**src/aux_adc_seq_defines.svh**
```systemverilog
// Offsets, field positions, reset values and codes of the late sequencer steps
`ifndef AUX_ADC_SEQ_DEFINES_SVH
`define AUX_ADC_SEQ_DEFINES_SVH

// Register addresses on the register port
`define STEP14_CONFIG_ADDR   8'hDE
`define STEP15_CONFIG_ADDR   8'hDF

// Reset values of the two step registers
`define STEP14_CONFIG_RESET  16'h000E
`define STEP15_CONFIG_RESET  16'h000F

// Field positions inside a step register
`define CFG_ENABLE_BIT       15
`define CFG_GAIN_HI          14
`define CFG_GAIN_LO          13
`define CFG_RSVD_HI          12
`define CFG_RSVD_LO          5
`define CFG_NEG_BIT          4
`define CFG_POS_HI           3
`define CFG_POS_LO           0

// Bits that software may write; reserved bits stay zero
`define CFG_WRITE_MASK       16'hE01F

// Gain field codes and the factors they give
`define GAIN_CODE_X1         2'h0
`define GAIN_CODE_X2         2'h1
`define GAIN_FACTOR_X1       3'h1
`define GAIN_FACTOR_X2       3'h2
`define GAIN_FACTOR_X4       3'h4

// Positive-input codes with a fixed meaning
`define POS_CODE_TEMP        4'h8
`define POS_CODE_SHORT       4'h9
`define POS_CODE_TEST_DAC    4'hA
`define POS_CODE_ANALOG_POWER_INPUT_DIV    4'hE

// Step numbers reported with a conversion request
`define STEP_NUM_14          4'hE
`define STEP_NUM_15          4'hF

`endif

```
**src/aux_adc_seq_pkg.sv**
```systemverilog
// Types shared by the step decoder and the step register bank
`default_nettype none
package aux_adc_seq_pkg;

   // Kind of source on the positive converter input
   typedef enum logic [2:0] {
      POS_EXTERNAL     = 3'h0,
      POS_TEMP_SENSOR  = 3'h1,
      POS_GROUND_SHORT = 3'h2,
      POS_TEST_DAC     = 3'h3,
      POS_SUPPLY_MON   = 3'h4
   } pos_kind_t;

   // Sequencer states, one-hot
   typedef enum logic [2:0] {
      SEQ_IDLE   = 3'b001,
      SEQ_STEP14 = 3'b010,
      SEQ_STEP15 = 3'b100
   } seq_state_t;

endpackage : aux_adc_seq_pkg
`default_nettype wire

```
**src/aux_adc_step_regs.sv**
```systemverilog
// Step 14 and step 15 configuration registers with a small step sequencer
//
// Contract
// Bit 15 enables step 14, resets cleared
// Gain code 00=1, 01=2, 10/11=4
// Bits 12:5 reserved, always read zero
// Bit 4 picks ground or input 7
// Positive codes 0-7 pick external inputs 0-7
// Codes 8,9,A: temp, short, test DAC
// Upper codes are supply monitors; E analog power
// Automatic negative code ignores negative select bit
// Step 15 at DF, reset 000F
// Step 14 positive field resets to 1110
// Step 14 at DE, reset 000E
// Skip disabled steps, apply enabled step settings
// Unsettled upper supply codes are flagged
`timescale 1ns/100ps
`default_nettype none
`include "aux_adc_seq_defines.svh"
module aux_adc_step_regs
   import aux_adc_seq_pkg::*;
(
   // Clock and reset
   input  wire logic        clk,
   input  wire logic        rst_n,
   // Register port
   input  wire logic [7:0]  reg_addr,
   input  wire logic [15:0] reg_wdata,
   input  wire logic        reg_wr,
   input  wire logic        reg_rd,
   output logic [15:0]      reg_rdata,
   output logic             reg_rd_unmapped,
   // Sequencer control from the converter
   input  wire logic        seq_start,
   input  wire logic        conv_done,
   // Conversion request and its settings
   output logic             conv_req,
   output logic [3:0]       conv_step,
   output logic [2:0]       conv_gain_factor,
   output var pos_kind_t    conv_pos_kind,
   output logic [2:0]       conv_ext_index,
   output logic             conv_neg_input7,
   output logic             conv_neg_auto,
   output logic             conv_code_unresolved,
   // Sequencer status
   output logic             seq_busy,
   output logic             seq_done
);

   // Merges a write into a step register; reserved bits never take data
   // Shared by both step registers so the mask lives in one place
   function automatic logic [15:0] cfg_merge(input logic [15:0] wdata);
      cfg_merge = wdata & `CFG_WRITE_MASK;
   endfunction : cfg_merge

   // Stored step registers
   logic [15:0] step14_cfg_q;       // Step 14 configuration
   logic [15:0] step15_cfg_q;       // Step 15 configuration

   // Read path registers
   logic [15:0] rdata_q;            // Read data, one cycle after the strobe
   logic [15:0] rdata_d;            // Next read data
   logic        unmapped_q;         // Read hit no register
   logic        unmapped_d;         // Next unmapped flag

   // Address decode
   logic        hit14;              // Address is step 14
   logic        hit15;              // Address is step 15

   // Write enables
   logic        wr14;               // Write lands in step 14
   logic        wr15;               // Write lands in step 15

   // Decoded routing of step 14
   logic        step14_enable;      // Step 14 taking part
   logic [2:0]  step14_gain;        // Step 14 gain factor
   pos_kind_t   step14_kind;        // Step 14 positive kind
   logic [2:0]  step14_ext;         // Step 14 external index
   logic        step14_neg7;        // Step 14 negative on input 7
   logic        step14_auto;        // Step 14 negative automatic
   logic        step14_unres;       // Step 14 unsettled code

   // Decoded routing of step 15
   logic        step15_enable;      // Step 15 taking part
   logic [2:0]  step15_gain;        // Step 15 gain factor
   pos_kind_t   step15_kind;        // Step 15 positive kind
   logic [2:0]  step15_ext;         // Step 15 external index
   logic        step15_neg7;        // Step 15 negative on input 7
   logic        step15_auto;        // Step 15 negative automatic
   logic        step15_unres;       // Step 15 unsettled code

   // Sequencer state
   seq_state_t  state_q;            // Current step
   seq_state_t  state_d;            // Next step
   logic        enter14;            // Step 14 begins this cycle
   logic        enter15;            // Step 15 begins this cycle
   logic        finish;             // Sequence ends this cycle

   // Conversion snapshot registers
   logic        req_q;              // Request pulse
   logic [3:0]  step_q;             // Step number
   logic [2:0]  gain_q;             // Gain factor
   pos_kind_t   kind_q;             // Positive kind
   logic [2:0]  ext_q;              // External index
   logic        neg7_q;             // Negative on input 7
   logic        auto_q;             // Negative automatic
   logic        unres_q;            // Unsettled code
   logic        busy_q;             // Sequence running
   logic        done_q;             // Sequence finished pulse

   // Address decode
   assign hit14 = (reg_addr == `STEP14_CONFIG_ADDR);
   assign hit15 = (reg_addr == `STEP15_CONFIG_ADDR);

   // Write enables; only the two step addresses are decoded,
   // so a write anywhere else is dropped
   assign wr14 = reg_wr && hit14;
   assign wr15 = reg_wr && hit15;

   // Step 14 register; reset preloads the analog power monitor code
   always_ff @(posedge clk or negedge rst_n) begin
      if (!rst_n) begin
         step14_cfg_q <= `STEP14_CONFIG_RESET;
      end else if (wr14) begin
         // Reserved bits are cleared on the way in
         step14_cfg_q <= cfg_merge(reg_wdata);
      end
   end

   // Step 15 register
   // Same layout as step 14, only the reset code differs
   always_ff @(posedge clk or negedge rst_n) begin
      if (!rst_n) begin
         step15_cfg_q <= `STEP15_CONFIG_RESET;
      end else if (wr15) begin
         // Reserved bits are cleared on the way in
         step15_cfg_q <= cfg_merge(reg_wdata);
      end
   end

   // Read mux; data stand only in the cycle after the strobe
   always_comb begin
      // Nothing read: the bus rests at zero
      rdata_d    = 16'h0000;
      unmapped_d = 1'b0;
      if (reg_rd) begin
         if (hit14) begin
            // Reserved bits were never stored, so they read zero
            rdata_d = step14_cfg_q;
         end else if (hit15) begin
            // Same for step 15
            rdata_d = step15_cfg_q;
         end else begin
            // Unknown address reads zero and is flagged
            unmapped_d = 1'b1;
         end
      end
   end

   // Read data register; falls back to zero once the slot has passed
   always_ff @(posedge clk or negedge rst_n) begin
      if (!rst_n) begin
         rdata_q <= 16'h0000;
      end else begin
         rdata_q <= rdata_d;
      end
   end

   // Unmapped read flag, a one-cycle pulse beside the read data
   always_ff @(posedge clk or negedge rst_n) begin
      if (!rst_n) begin
         unmapped_q <= 1'b0;
      end else begin
         unmapped_q <= unmapped_d;
      end
   end

   // Routing decode of step 14
   // Decoded live from the stored word; captured only at step entry
   step_route_decode u_dec14 (
      .cfg         (step14_cfg_q),
      .enabled     (step14_enable),
      .gain_factor (step14_gain),
      .pos_kind    (step14_kind),
      .ext_index   (step14_ext),
      .neg_input7  (step14_neg7),
      .neg_auto    (step14_auto),
      .unresolved  (step14_unres)
   );

   // Routing decode of step 15
   // Decoded live from the stored word; captured only at step entry
   step_route_decode u_dec15 (
      .cfg         (step15_cfg_q),
      .enabled     (step15_enable),
      .gain_factor (step15_gain),
      .pos_kind    (step15_kind),
      .ext_index   (step15_ext),
      .neg_input7  (step15_neg7),
      .neg_auto    (step15_auto),
      .unresolved  (step15_unres)
   );

   // Sequencer next state; disabled steps are passed over
   // A write in the start cycle is seen from the next cycle on
   always_comb begin
      state_d = state_q;
      enter14 = 1'b0;
      enter15 = 1'b0;
      finish  = 1'b0;
      // State codes are one-hot; anything else is illegal
      unique case (state_q)
         SEQ_IDLE: begin
            // Start is only taken here, so a start while busy is ignored
            if (seq_start) begin
               if (step14_enable) begin
                  state_d = SEQ_STEP14;
                  enter14 = 1'b1;
               end else if (step15_enable) begin
                  state_d = SEQ_STEP15;
                  enter15 = 1'b1;
               end else begin
                  // Nothing enabled: finish at once
                  finish = 1'b1;
               end
            end
         end
         SEQ_STEP14: begin
            // Step 14 always runs before step 15
            if (conv_done) begin
               if (step15_enable) begin
                  state_d = SEQ_STEP15;
                  enter15 = 1'b1;
               end else begin
                  state_d = SEQ_IDLE;
                  finish  = 1'b1;
               end
            end
         end
         SEQ_STEP15: begin
            // Last step; its done ends the sequence
            if (conv_done) begin
               state_d = SEQ_IDLE;
               finish  = 1'b1;
            end
         end
         default: begin
            // Illegal code falls back to idle
            state_d = SEQ_IDLE;
         end
      endcase
   end

   // Sequencer state register
   // Illegal codes are caught by the default branch above
   always_ff @(posedge clk or negedge rst_n) begin
      if (!rst_n) begin
         state_q <= SEQ_IDLE;
      end else begin
         state_q <= state_d;
      end
   end

   // Request pulse, one cycle at the start of each step
   always_ff @(posedge clk or negedge rst_n) begin
      if (!rst_n) begin
         req_q <= 1'b0;
      end else begin
         req_q <= enter14 || enter15;
      end
   end

   // Running flag follows the next state, so it rises with the request
   always_ff @(posedge clk or negedge rst_n) begin
      if (!rst_n) begin
         busy_q <= 1'b0;
      end else begin
         busy_q <= (state_d != SEQ_IDLE);
      end
   end

   // Done pulse; also given when no step is enabled
   always_ff @(posedge clk or negedge rst_n) begin
      if (!rst_n) begin
         done_q <= 1'b0;
      end else begin
         done_q <= finish;
      end
   end

   // Settings are captured when a step begins, so a write during the
   // conversion cannot change the routing half way through
   always_ff @(posedge clk or negedge rst_n) begin
      if (!rst_n) begin
         step_q  <= 4'h0;
         gain_q  <= `GAIN_FACTOR_X1;
         kind_q  <= POS_EXTERNAL;
         ext_q   <= 3'h0;
         neg7_q  <= 1'b0;
         auto_q  <= 1'b0;
         unres_q <= 1'b0;
      end else if (enter14) begin
         // Step 14 settings frozen for its conversion
         step_q  <= `STEP_NUM_14;
         gain_q  <= step14_gain;
         kind_q  <= step14_kind;
         ext_q   <= step14_ext;
         neg7_q  <= step14_neg7;
         auto_q  <= step14_auto;
         unres_q <= step14_unres;
      end else if (enter15) begin
         // Step 15 settings frozen for its conversion
         step_q  <= `STEP_NUM_15;
         gain_q  <= step15_gain;
         kind_q  <= step15_kind;
         ext_q   <= step15_ext;
         neg7_q  <= step15_neg7;
         auto_q  <= step15_auto;
         unres_q <= step15_unres;
      end
   end

   // Outputs straight from flip-flops,
   // so the converter never sees decode glitches
   assign reg_rdata            = rdata_q;
   assign reg_rd_unmapped      = unmapped_q;

   // Conversion request and its frozen settings
   assign conv_req             = req_q;
   assign conv_step            = step_q;
   assign conv_gain_factor     = gain_q;
   assign conv_pos_kind        = kind_q;
   assign conv_ext_index       = ext_q;
   assign conv_neg_input7      = neg7_q;
   assign conv_neg_auto        = auto_q;
   assign conv_code_unresolved = unres_q;

   // Sequencer status
   assign seq_busy             = busy_q;
   assign seq_done             = done_q;

endmodule : aux_adc_step_regs
`default_nettype wire

```
**src/step_route_decode.sv**
```systemverilog
// Decodes one step register into gain and input routing
`timescale 1ns/100ps
`default_nettype none
`include "aux_adc_seq_defines.svh"
module step_route_decode
   import aux_adc_seq_pkg::*;
(
   // Step register contents
   input  wire logic [15:0] cfg,
   // Decoded routing
   output logic             enabled,
   output logic [2:0]       gain_factor,
   output var pos_kind_t    pos_kind,
   output logic [2:0]       ext_index,
   output logic             neg_input7,
   output logic             neg_auto,
   output logic             unresolved
);

   logic [3:0] pos_code;   // Positive-input field
   logic [1:0] gain_code;  // Gain field

   assign pos_code  = cfg[`CFG_POS_HI:`CFG_POS_LO];
   assign gain_code = cfg[`CFG_GAIN_HI:`CFG_GAIN_LO];
   assign enabled   = cfg[`CFG_ENABLE_BIT];
   assign ext_index = pos_code[2:0];

   // Gain: both upper codes give the largest factor
   always_comb begin
      unique case (gain_code)
         `GAIN_CODE_X1: gain_factor = `GAIN_FACTOR_X1;
         `GAIN_CODE_X2: gain_factor = `GAIN_FACTOR_X2;
         default:       gain_factor = `GAIN_FACTOR_X4;
      endcase
   end

   // Every code from the temperature sensor upward picks its own negative input
   assign neg_auto   = pos_code[3];
   // Negative select bit only counts for external inputs
   assign neg_input7 = !neg_auto && cfg[`CFG_NEG_BIT];

   // Positive source kind
   always_comb begin
      if (!pos_code[3]) begin
         pos_kind = POS_EXTERNAL;
      end else if (pos_code == `POS_CODE_TEMP) begin
         pos_kind = POS_TEMP_SENSOR;
      end else if (pos_code == `POS_CODE_SHORT) begin
         pos_kind = POS_GROUND_SHORT;
      end else if (pos_code == `POS_CODE_TEST_DAC) begin
         pos_kind = POS_TEST_DAC;
      end else begin
         pos_kind = POS_SUPPLY_MON;
      end
   end

   // Only the analog power divider is a settled supply code; the rest are flagged
   assign unresolved = (pos_kind == POS_SUPPLY_MON) &&
                       (pos_code != `POS_CODE_ANALOG_POWER_INPUT_DIV);

endmodule : step_route_decode
`default_nettype wire

```
**config.mk**
```make
export PLATFORM = sky130hd
export DESIGN_NAME = aux_adc_step_regs
export DESIGN_NICKNAME = d
export VERILOG_FILES = /design/src/aux_adc_seq_pkg.sv /design/src/aux_adc_step_regs.sv /design/src/step_route_decode.sv
export VERILOG_INCLUDE_DIRS = /design/src
export SDC_FILE = /design/constraint.sdc
export NUM_CORES = 1
export LEC_CHECK = 0
export ABC_CLOCK_PERIOD_IN_PS = 2800
export BUFFER_PORTS_ARGS = -buffer_cell sky130_fd_sc_hd__buf_4
export CELL_PAD_IN_SITES_DETAIL_PLACEMENT = 1
export CELL_PAD_IN_SITES_GLOBAL_PLACEMENT = 1
export CORE_ASPECT_RATIO = 1.1
export CORE_MARGIN = 2
export CORE_UTILIZATION = 44
export CTS_BUF_LIST = sky130_fd_sc_hd__clkbuf_4 sky130_fd_sc_hd__clkbuf_8
export DETAILED_ROUTE_END_ITERATION = 16
export GPL_TIMING_DRIVEN = 0
export PLACE_DENSITY_LB_ADDON = 0.3
export SLEW_MARGIN = 20
export SYNTH_ARGS = -nofsm -noshare
export SYNTH_HDL_FRONTEND = slang
export SYNTH_SLANG_ARGS = --single-unit
```
**constraint.sdc**
```tcl
create_clock -name clk -period 2.8 [get_ports clk]
set_input_delay 0.42 -clock clk [delete_from_list [all_inputs] [get_ports clk]]
set_output_delay 0.42 -clock clk [all_outputs]
set_load 0.05 [all_outputs]
```
==> results of run 1 <==
## cell families (layout without fill, tap and decap cells)
| kind of cell | Yosys count | in the layout |
|---|---|---|
| and+or+nand+nor | 48 | 48 |
| buffers and inverters | 23 | 79 |
| other | 1 | 8 |
| DFF | 45 | 45 |
| AOI/OAI and AO/OA | 35 | 35 |
| muxes | 31 | 31 |
| xor gates and xnor gates | 2 | 2 |
## critical path, delay by kind of cell (launching register included)
kind                   cells  cell delay, ns
flip-flops                 1            0.52
AND/OR/NAND/NOR            1            0.12
buffers and inverters      1            0.20
AO/OA/AOI/OAI              3            0.98
## synthesized netlist by cell type, types with 2 or more instances
cell type	number	share of area [%]
buf_2	4	0.92
buf_6	3	1.6
nand2b_1	4	1.2
o22ai_1	5	1.4
nor2b_1	4	1.2
nor2_1	14	2.4
dfrtp_1	36	41
nand3b_1	3	1.0
mux2i_1	13	6.0
a2bb2oi_1	5	2.0
nor3b_1	2	0.69
nand3_1	4	0.92
mux2_2	17	8.8
buf_4	10	3.5
a22o_1	5	2.0
o21ai_0	6	1.4
clkbuf_1	2	0.35
dfstp_2	9	11
a21oi_1	5	1.2
inv_1	4	0.69
nand2_1	7	1.2
## how the worst max path moves through the flow
stage                                           end  slack (ns)
global route        conv_gain_factor[2]$_DFFE_PN0P_        0.74
detailed placement  conv_gain_factor[2]$_DFFE_PN0P_        0.89
global placement    conv_gain_factor[2]$_DFFE_PN0P_        0.95
CTS                   conv_ext_index[1]$_DFFE_PN0P_        0.88
floorplan              conv_pos_kind[0]$_DFFE_PN0P_        1.11
finish              conv_gain_factor[2]$_DFFE_PN0P_        0.90
## cell type report
cell class,instances,area (um2)
Buffer,19,136
Clock buffer,8,97.6
Fill cell,517,1990
Inverter,4,15.0
Multi-Input combinational cell,124,911
Sequential cell,45,1140
Tap cell,56,70.1
Timing Repair Buffer,48,360
## placed cells by master, fill, tap and decap left out, types with 2 or more instances in the layout
cell type,netlist,layout
buf_4,10,58
dfrtp_1,36,36
mux2_2,17,17
nor2_1,14,14
mux2i_1,13,13
dfstp_2,9,9
conb_1,1,8
nand2_1,7,7
o21ai_0,6,6
clkbuf_8,0,6
a21oi_1,5,5
a22o_1,5,5
o22ai_1,5,5
a2bb2oi_1,5,5
inv_1,4,4
buf_2,4,4
nand2b_1,4,4
nor2b_1,4,4
nand3_1,4,4
buf_6,3,3
nand3b_1,3,3
clkbuf_1,2,2
nor3b_1,2,2
clkbuf_4,0,2
## registers in the layout (all words and copies together), names as in the netlist
register and flops:
conv_gain_factor 3, reg_rd_unmapped 1, conv_req 1, step14_cfg_q 8, conv_neg_auto 1, state_q 3, seq_busy 1, seq_done 1
conv_ext_index 3, conv_pos_kind 3, conv_neg_input7 1, reg_rdata 8, conv_code_unresolved 1, conv_step 2, step15_cfg_q 8
## metal layers
| metal | vias up | share of wire, % |
|---|---|---|
| met3 | 9 | 2.7 |
| met1 | 809 | 43 |
| met5 | - | 0 |
| met4 | 0 | 1.5 |
| li1 | 766 | - |
| met2 | 25 | 53 |
## power breakdown
part,internal (mW),total [mW],switching [mW]
Combinational,0.223,0.655,0.432
Sequential,0.740,0.799,0.0589
Clock,0.221,0.425,0.204
## metrics by stage
| step | hold slack, ns | cells | power, mW |
|---|---|---|---|
| floorplan | 0.124 | 192 | 1.26 |
| global placement | 0.447 | 296 | 1.46 |
| detailed placement | 0.461 | 296 | 1.47 |
| CTS | 0.129 | 304 | 1.90 |
| global route | 0.136 | 304 | 1.97 |
| finish | 0.109 | 304 | 1.88 |
==> results.md, run 1 <==
* Slowest CP cell: o21ai_0
* Final GP Congestion at 0.749
* Normalized max-slew margin at 57.4%
* Initial Utilization at 46.1%
* Vias at 1,609
* CP startpoint kind: flop
* Core area at 0.00472 mm2
* DRC Markers at 0
* Tcrit/Tclk final at 67.9%
* Mux share of post-synthesis cell area at 15.5%
* Critical Path AT at 2.11 ns
* Post-cts resize count at 0
* Crit Path Category: flop to flop
* Tmin final at 1.90 ns
* Final setup fails at 0
* Adder-Cell Fraction of Synth Area at 0%
* Setup repair bufs after CTS at 0
* Actual slew at the worst max-slew pin at 0.632 ns
* Number of distinct library cells after synthesis at 44
* Synthesized area at 0.00217 mm2
* GRT Max-Usage Layer: met2
* CP Launch Point: state_q[0]$_DFF_PN1_
* Met1 Use GR at 26.1%
* Pwr Density at 689 mW/mm2
* Critical Path RT at 3.01 ns
* Root Driver: clkbuf_8
* Pleak at 1.35 nW
* Die W at 71.0 um
* Antenna Nets Post-Route at 0
* Drt total wl at 5.09 mm
* CP max stage delay at 0.54 ns
* DP HPWL at 3.76 mm
* Number of I/O port buffers at 48
* Register area share after synthesis at 52.3%
* Post-layout util at 57.8%
* Ys flop type: dfrtp_1
* FF-to-FF path depth at 5
* CP Max Fanout at 10
* Worst-Skew Late Latency at 0.29 ns
* Post-route setup slack at 0.900 ns
* XOR/XNOR share of the synthesized area at 0.806%
* Max-Cap Viols at 0
* Worst-path cell chain: buf_2, nand3b_4, o21ai_0, o22ai_1, a2bb2oi_1
* Total global-route track usage at 20.5%
* 1st-pass router iterations at 4
* Die Ht at 77.7 um
* CP endpoint kind: flop
* Area added between synthesis and finish at 25.5%
* Slack of the worst reg-to-reg path at 0.90 ns
* Post-Synth Simple-Gate Area at 12.5%
* Vias/cell at 5.29
* DP Worst Slack at 0.895 ns
* First-pass GRT wire length at 8.75 mm
* YS warnings at 0
* RR Endpoint: conv_gain_factor[2]$_DFFE_PN0P_
* Vias in the first global route at 1,713
* N_diodes at 0
* Largest net degree at the start of global routing at 46
* Max Freq at 526 MHz
* CTS buffer count at 5
* Final instance area at 0.00273 mm2
* Post-DP Area at 0.00263 mm2
* Clk sink count at 45
* Pins Over Slew Limit at 0
* Initial antenna violation count at 0
* Met2 usage at 35.3%
* Row count at 26
* IR drop worst, VDD at 0.388 mV
* EDFF count, synth at 0
* Clock tree from TritonCTS: built
* Avg Inst Size Synth at 11.7 um2
* Total congestion overflow at 0
* Final hold violations at 0
* Hold crit path type: input pin to async pin
* Reg2reg start: state_q[0]$_DFF_PN1_
* #FFs+latches synth at 45
* Status: complete, no violations
* Fin Clk Skew at 0.00618 ns
* Post-Route Setup TNS at 0 ns
* Cts-stage hold buffer count at 0
* Clk slew on worst S/H paths at 0.08 ns
* Count of nets after finishing at 277
* Layout cell share with drive strength beyond 1 at 42.3%
* Die ar. at 0.00552 mm2
* I/O pin cnt at 66
* DR WL/cell at 16.7 um
* Unrepaired setup endpoints after global routing: false
* Async set-reset flop share out of synthesis at 100%
* Compound-Gate Fraction of Synth Area at 11.7%
* Largest family of logic cells by synthesized area: multiplexers
* DR iter-0 viols at 80
* Syn Inst Count at 185
* GR Layer Usage met3 at 4.29%
* CTS Buffer Depth at 2
* CTS HTree Levels at 2
No activity file was read; power rests on OpenSTA's default activity.
==> inputs of run 2 (changes only) <==
- ABC_CLOCK_PERIOD_IN_PS: 2800 -> 2000
- CORE_UTILIZATION: 44 -> 41
- clock period: 2.8 -> 2 ns (I/O delays scaled with it)
==> run 2 against run 1 <==
Against the previous run: the run now ends with negative hold slack left; first-iteration DRC count shrank 21%; count of clock-buffer cells in the layout shrank 1; sequential power grew 40%; critical path type unchanged; die area grew 6.9%; non-clock buffer count is the same; total power grew 40%; cell count grew 0.66%; highest routed layer unchanged; via count grew 0.93%; wire length shrank 2.9%.
==> results.md, run 2 (synthesis gave the netlist of run 1 again) <==
* Status: finished, violations left
* Failing checks: negative hold slack
* Critical Path AT at 2.08 ns
* Fin Clk Skew at 0.00601 ns
* Critical Path RT at 2.24 ns
* Crit path top cell by count: buf_6
* Post-Route Setup TNS at 0 ns
* Stages on worst setup path at 7
* Pleak at 1.35 nW
* CTS buffer count at 5
* Number of I/O port buffers at 48
* CP max stage delay at 0.52 ns
* Root Driver: clkbuf_8
* Hold crit path type: input pin to async pin
* Vias/cell at 5.31
* Clk sink count at 45
* Slack of the worst reg-to-reg path at 0.16 ns
* Initial Utilization at 42.9%
* Comb power frac at 34.6%
* Area added between synthesis and finish at 25.9%
* Largest net degree at the start of global routing at 46
* Max Freq at 542 MHz
* Final hold slack at -0.00139 ns
* Worst-Skew Late Latency at 0.29 ns
* CP endpoint kind: flop
* Crit path max-delay family: flip-flops
* Pins Over Slew Limit at 0
* Buf/Inv on CP at 3
* CP startpoint kind: flop
* Max Used Layer: met4
* Sw Pwr at 0.976 mW
* Antenna Nets Post-Route at 0
* Max-Cap Viols at 0
* DR WL/cell at 16.2 um
* Vias at 1,624
* Post-route setup slack at 0.157 ns
* Clock power share at 23.0%
* Setup repair bufs after CTS at 0
* Total congestion overflow at 0
* Layout cell share with drive strength beyond 1 at 43.1%
* Post-cts resize count at 0
* Die W at 73.4 um
* Reg2reg start: state_q[0]$_DFF_PN1_
* Drt total wl at 4.94 mm
* DP HPWL at 3.64 mm
* FF-to-FF path depth at 7
* Fill count at 567
* DR iter-0 viols at 63
* Register share of total power at 42.4%
* 1st-pass router iterations at 4
* Tcrit/Tclk final at 92.2%
* Met1 WL at 2.02 mm
* Core area at 0.00507 mm2
* I/O pin cnt at 66
* CP Max Fanout at 10
* Commonest non-fill, non-tap cell in the layout: buf_4
* Worst-path cell chain: buf_2, nand3b_4, or2_1, buf_6, buf_6, o31ai_2, a22o_1
* FF+latch area at 0.00114 mm2
* Initial antenna violation count at 0
* Met3 wire length at 138 um
* CP Launch Point: state_q[0]$_DFF_PN1_
* Tmin final at 1.84 ns
* Commonest cells after routing, fill and taps aside: buf_4 (58), dfrtp_1 (36), mux2_2 (17)
* First-pass GRT wire length at 8.48 mm
* Pwr Density at 964 mW/mm2
* DP Worst Slack at 0.0727 ns
* Final GP Congestion at 0.750
* Die Ht at 80.4 um
* Normalized max-slew margin at 62.7%
* Vias in the first global route at 1,762
* CTS HTree Levels at 2
* Actual slew at the worst max-slew pin at 0.559 ns
* Clock tree from TritonCTS: built
* Setup crit end: conv_gain_factor[0]$_DFFE_PN1P_
* Multi-input gate area at 913 um2
* Clk slew on worst S/H paths at 0.08 ns
* Internal power at 1.66 mW
* Final hold violations at 2
* Unrepaired setup endpoints after global routing: false
* Cts-stage hold buffer count at 0
* RR Endpoint: conv_gain_factor[0]$_DFFE_PN1P_
* Die ar. at 0.00590 mm2
* Row count at 27
* Count of nets after finishing at 277
* Slowest CP cell: dfstp_2
* Total global-route track usage at 18.8%
* CTS Buffer Depth at 2
* Crit Path Category: flop to flop
* N_diodes at 0
* DRC Markers at 0
* Met2 wire length at 2.74 mm
* Final setup fails at 0
* IR drop worst, VDD at 0.438 mV
* Switching Fraction at 37.0%
[run 2: changes by cell type in the layout (fill, tap and decap cells not counted)]
cell,delta
o21ai_1,+1
clkinv_2,+1
clkbuf_8,+1
clkbuf_4,-2
o21ai_0,-1
inv_2,+1
nor2_1,-1
nor2_2,+1
inv_1,-1
[run 2: per-stage QoR]
stage	instance area [um2]	util (%)	hold slack [ns]	cells	total power [mW]
after CTS	2730	54.0	0.00958	306	2.66
after global placement	2630	52.0	0.329	298	2.04
final	2740	54.0	-0.00139	306	2.64
after floorplan	2200	-	0.00441	192	1.76
after global routing	2740	54.0	0.0293	306	2.76
after detailed placement	2630	52.0	0.332	298	2.06
[run 2: area by class of cell]
type / count / area share [%]
plain buffers: 19 / 4.98
inverters: 4 / 0.549
multi-input cells: 124 / 33.4
clock inverters: 1 / 0.183
well taps: 58 / 2.65
repair buffers: 48 / 13.2
flip-flops and latches: 45 / 41.6
clock buffers: 7 / 3.52
[run 2: power groups by stage]
stage | combinational, mW | clock (mW) | sequential, mW
after floorplan | 0.303 | 0 | 1.46
after global placement | 0.908 | 0 | 1.13
after detailed placement | 0.920 | 0 | 1.14
after CTS | 0.922 | 0.624 | 1.12
after global routing | 0.966 | 0.663 | 1.13
final | 0.912 | 0.607 | 1.12
[run 2: worst min path at each step]
| stage | from | end | slack (ns) |
|---|---|---|---|
| floorplan | rst_n | conv_code_unresolved$_DFFE_PN0P_ | 0.004 |
| global placement | rst_n | seq_busy$_DFF_PN0_ | 0.33 |
| detailed placement | rst_n | seq_busy$_DFF_PN0_ | 0.33 |
| CTS | rst_n | seq_busy$_DFF_PN0_ | 0.01 |
| global route | rst_n | seq_busy$_DFF_PN0_ | 0.03 |
| finish | rst_n | seq_busy$_DFF_PN0_ | -0.001 |
[run 2: metal layers]
metal	global-route usage [%]	up-vias
met3	4.14	6
met1	22.6	826
met4	4.55	0
li1	-	769
met5	0	-
met2	33.8	23
==> inputs of run 3 (changes only) <==
- CORE_MARGIN: 2 -> 1.5
==> run 3 against run 2 <==
Against the previous run: via count grew 0.92%; clock power grew 1%; total power grew 0.46%; the run still ends with negative hold slack left; largest power group unchanged; hold slack worse by 0.017 ns; wire length grew 3.1%.
==> results.md, run 3 (synthesis gave the netlist of run 1 again) <==
* Pleak at 1.36 nW
* Crit Path Category: flop to flop
* Die ar. at 0.00575 mm2
* Switching Fraction at 37.3%
* Crit path max-delay family: flip-flops
* Normalized max-slew margin at 61.8%
* CP Max Fanout at 10
* Register share of total power at 42.3%
* Design Power at 2.65 mW
* Largest net degree at the start of global routing at 46
* Internal power at 1.66 mW
* IR drop worst, VDD at 0.489 mV
* Post-Route Setup TNS at 0 ns
* 1st-pass router iterations at 4
* Final instance area at 0.00274 mm2
* DRC Markers at 0
* CP max stage delay at 0.52 ns
* Area added between synthesis and finish at 26.1%
* Max-Cap Viols at 0
* CTS buffer count at 5
* Total congestion overflow at 0
* Post-DP Area at 0.00263 mm2
* Layout cell share with drive strength beyond 1 at 43.1%
* CTS HTree Levels at 2
* Total global-route track usage at 20.0%
* Antenna Nets Post-Route at 0
* Initial antenna violation count at 0
* Commonest non-fill, non-tap cell in the layout: buf_4
* Worst-path cell chain: buf_2, nand3b_4, or2_1, buf_6, mux2_4, a22o_1
* Core area at 0.00507 mm2
* DR WL/cell at 16.6 um
* Critical Path RT at 2.18 ns
* CP endpoint kind: flop
* Die W at 72.4 um
* Critical Path AT at 2.00 ns
* Vias at 1,639
* Sw Pwr at 0.987 mW
* Vias in the first global route at 1,789
* Final hold slack at -0.0187 ns
* Hold crit path type: input pin to async pin
* Final setup fails at 0
* Max Freq at 552 MHz
* Final GP Congestion at 0.761
* Clock tree from TritonCTS: built
* Die Ht at 79.4 um
* Commonest cells after routing, fill and taps aside: buf_4 (58), dfrtp_1 (36), mux2_2 (17)
* Failing checks: negative hold slack
* Initial Utilization at 42.9%
* Setup repair bufs after CTS at 0
* Number of I/O port buffers at 48
* Fin Clk Skew at 0.00977 ns
* Actual slew at the worst max-slew pin at 0.573 ns
* Comb power frac at 34.5%
* Row count at 27
* Unrepaired setup endpoints after global routing: false
* DR iter-0 viols at 51
* Status: finished, violations left
* Pins Over Slew Limit at 0
* Clock power share at 23.2%
* Clk sink count at 45
* Worst-Skew Late Latency at 0.30 ns
* Pwr Density at 967 mW/mm2
* Drt total wl at 5.09 mm
* Root Driver: clkbuf_8
* Count of nets after finishing at 277
* CTS Buffer Depth at 2
* N_diodes at 0
* Tcrit/Tclk final at 90.6%
* Final hold violations at 10
* DP HPWL at 3.65 mm
* Slowest CP cell: dfstp_2
* CP startpoint kind: flop
* First-pass GRT wire length at 8.87 mm
* I/O pin cnt at 66
* Buf/Inv on CP at 2
* Tmin final at 1.81 ns
* Vias/cell at 5.36
* Clk slew on worst S/H paths at 0.09 ns
* Cts-stage hold buffer count at 0
* Post-layout util at 54.1%
==> run 3: cell counts in the layout (fill, tap and decap cells not counted) <==
Identical to the previous run, type by type.
==> run 3: layout make-up <==
type / count / area (um2)
clock buffer: 7 / 96.3
clock inverter: 1 / 5.00
inverter: 4 / 15.0
tap: 58 / 72.6
multi-input combinational: 124 / 917
timing repair buffer: 48 / 360
fill: 548 / 2330
sequential: 45 / 1140
buffer: 19 / 136
==> run 3: final timing paths <==
path | startpoint | endpoint | slack [ns] | cells past startpoint
max in group asynchronous | rst_n | conv_ext_index[1]$_DFFE_PN0P_ | 1.61 | 1
hold reg to reg | conv_step[0]$_DFFE_PN0P_ | conv_step[0]$_DFFE_PN0P_ | 0.51 | 2
setup reg to reg | state_q[0]$_DFF_PN1_ | conv_pos_kind[0]$_DFFE_PN0P_ | 0.19 | 6
min in group clk | conv_done | state_q[1]$_DFF_PN0_ | 0.20 | 2
setup / recovery | state_q[0]$_DFF_PN1_ | conv_pos_kind[0]$_DFFE_PN0P_ | 0.19 | 6
hold / removal | rst_n | state_q[1]$_DFF_PN0_ | -0.02 | 1
==> run 3: worst register-to-register path, stage by stage (launching register included) <==
cell and delay (ns):
dfstp_2 0.52, buf_2 0.20, nand3b_4 0.13, or2_1 0.25, buf_6 0.13, mux2_4 0.29
a22o_1 0.18
==> run 3: metrics by stage <==
stage	setup slack, ns	cells
floorplan	0.312	192
global placement	0.111	298
detailed placement	0.0679	298
CTS	0.0600	306
global route	0.109	306
finish	0.187	306
==> run 3: power by group through the flow <==
stage	Combinational, mW	Sequential, mW	Clock, mW
final	0.914	1.12	0.614
after global routing	0.961	1.14	0.661
after CTS	0.923	1.12	0.631
after detailed placement	0.921	1.14	0
after global placement	0.905	1.13	0
after floorplan	0.303	1.46	0
==> run 3: per-layer routing <==
metal / track usage (%) / wire length (um)
met1: 24.0 / 2060
met3: 4.19 / 147
met2: 35.6 / 2810
met5: 0 / 0
met4: 5.85 / 78
==> run 3: what timing repair did <==
action                                  4_1_cts  5_1_grt
gates resized for setup                       0        3
endpoints found under the hold margin         0        0
endpoints found under the setup margin        0        5
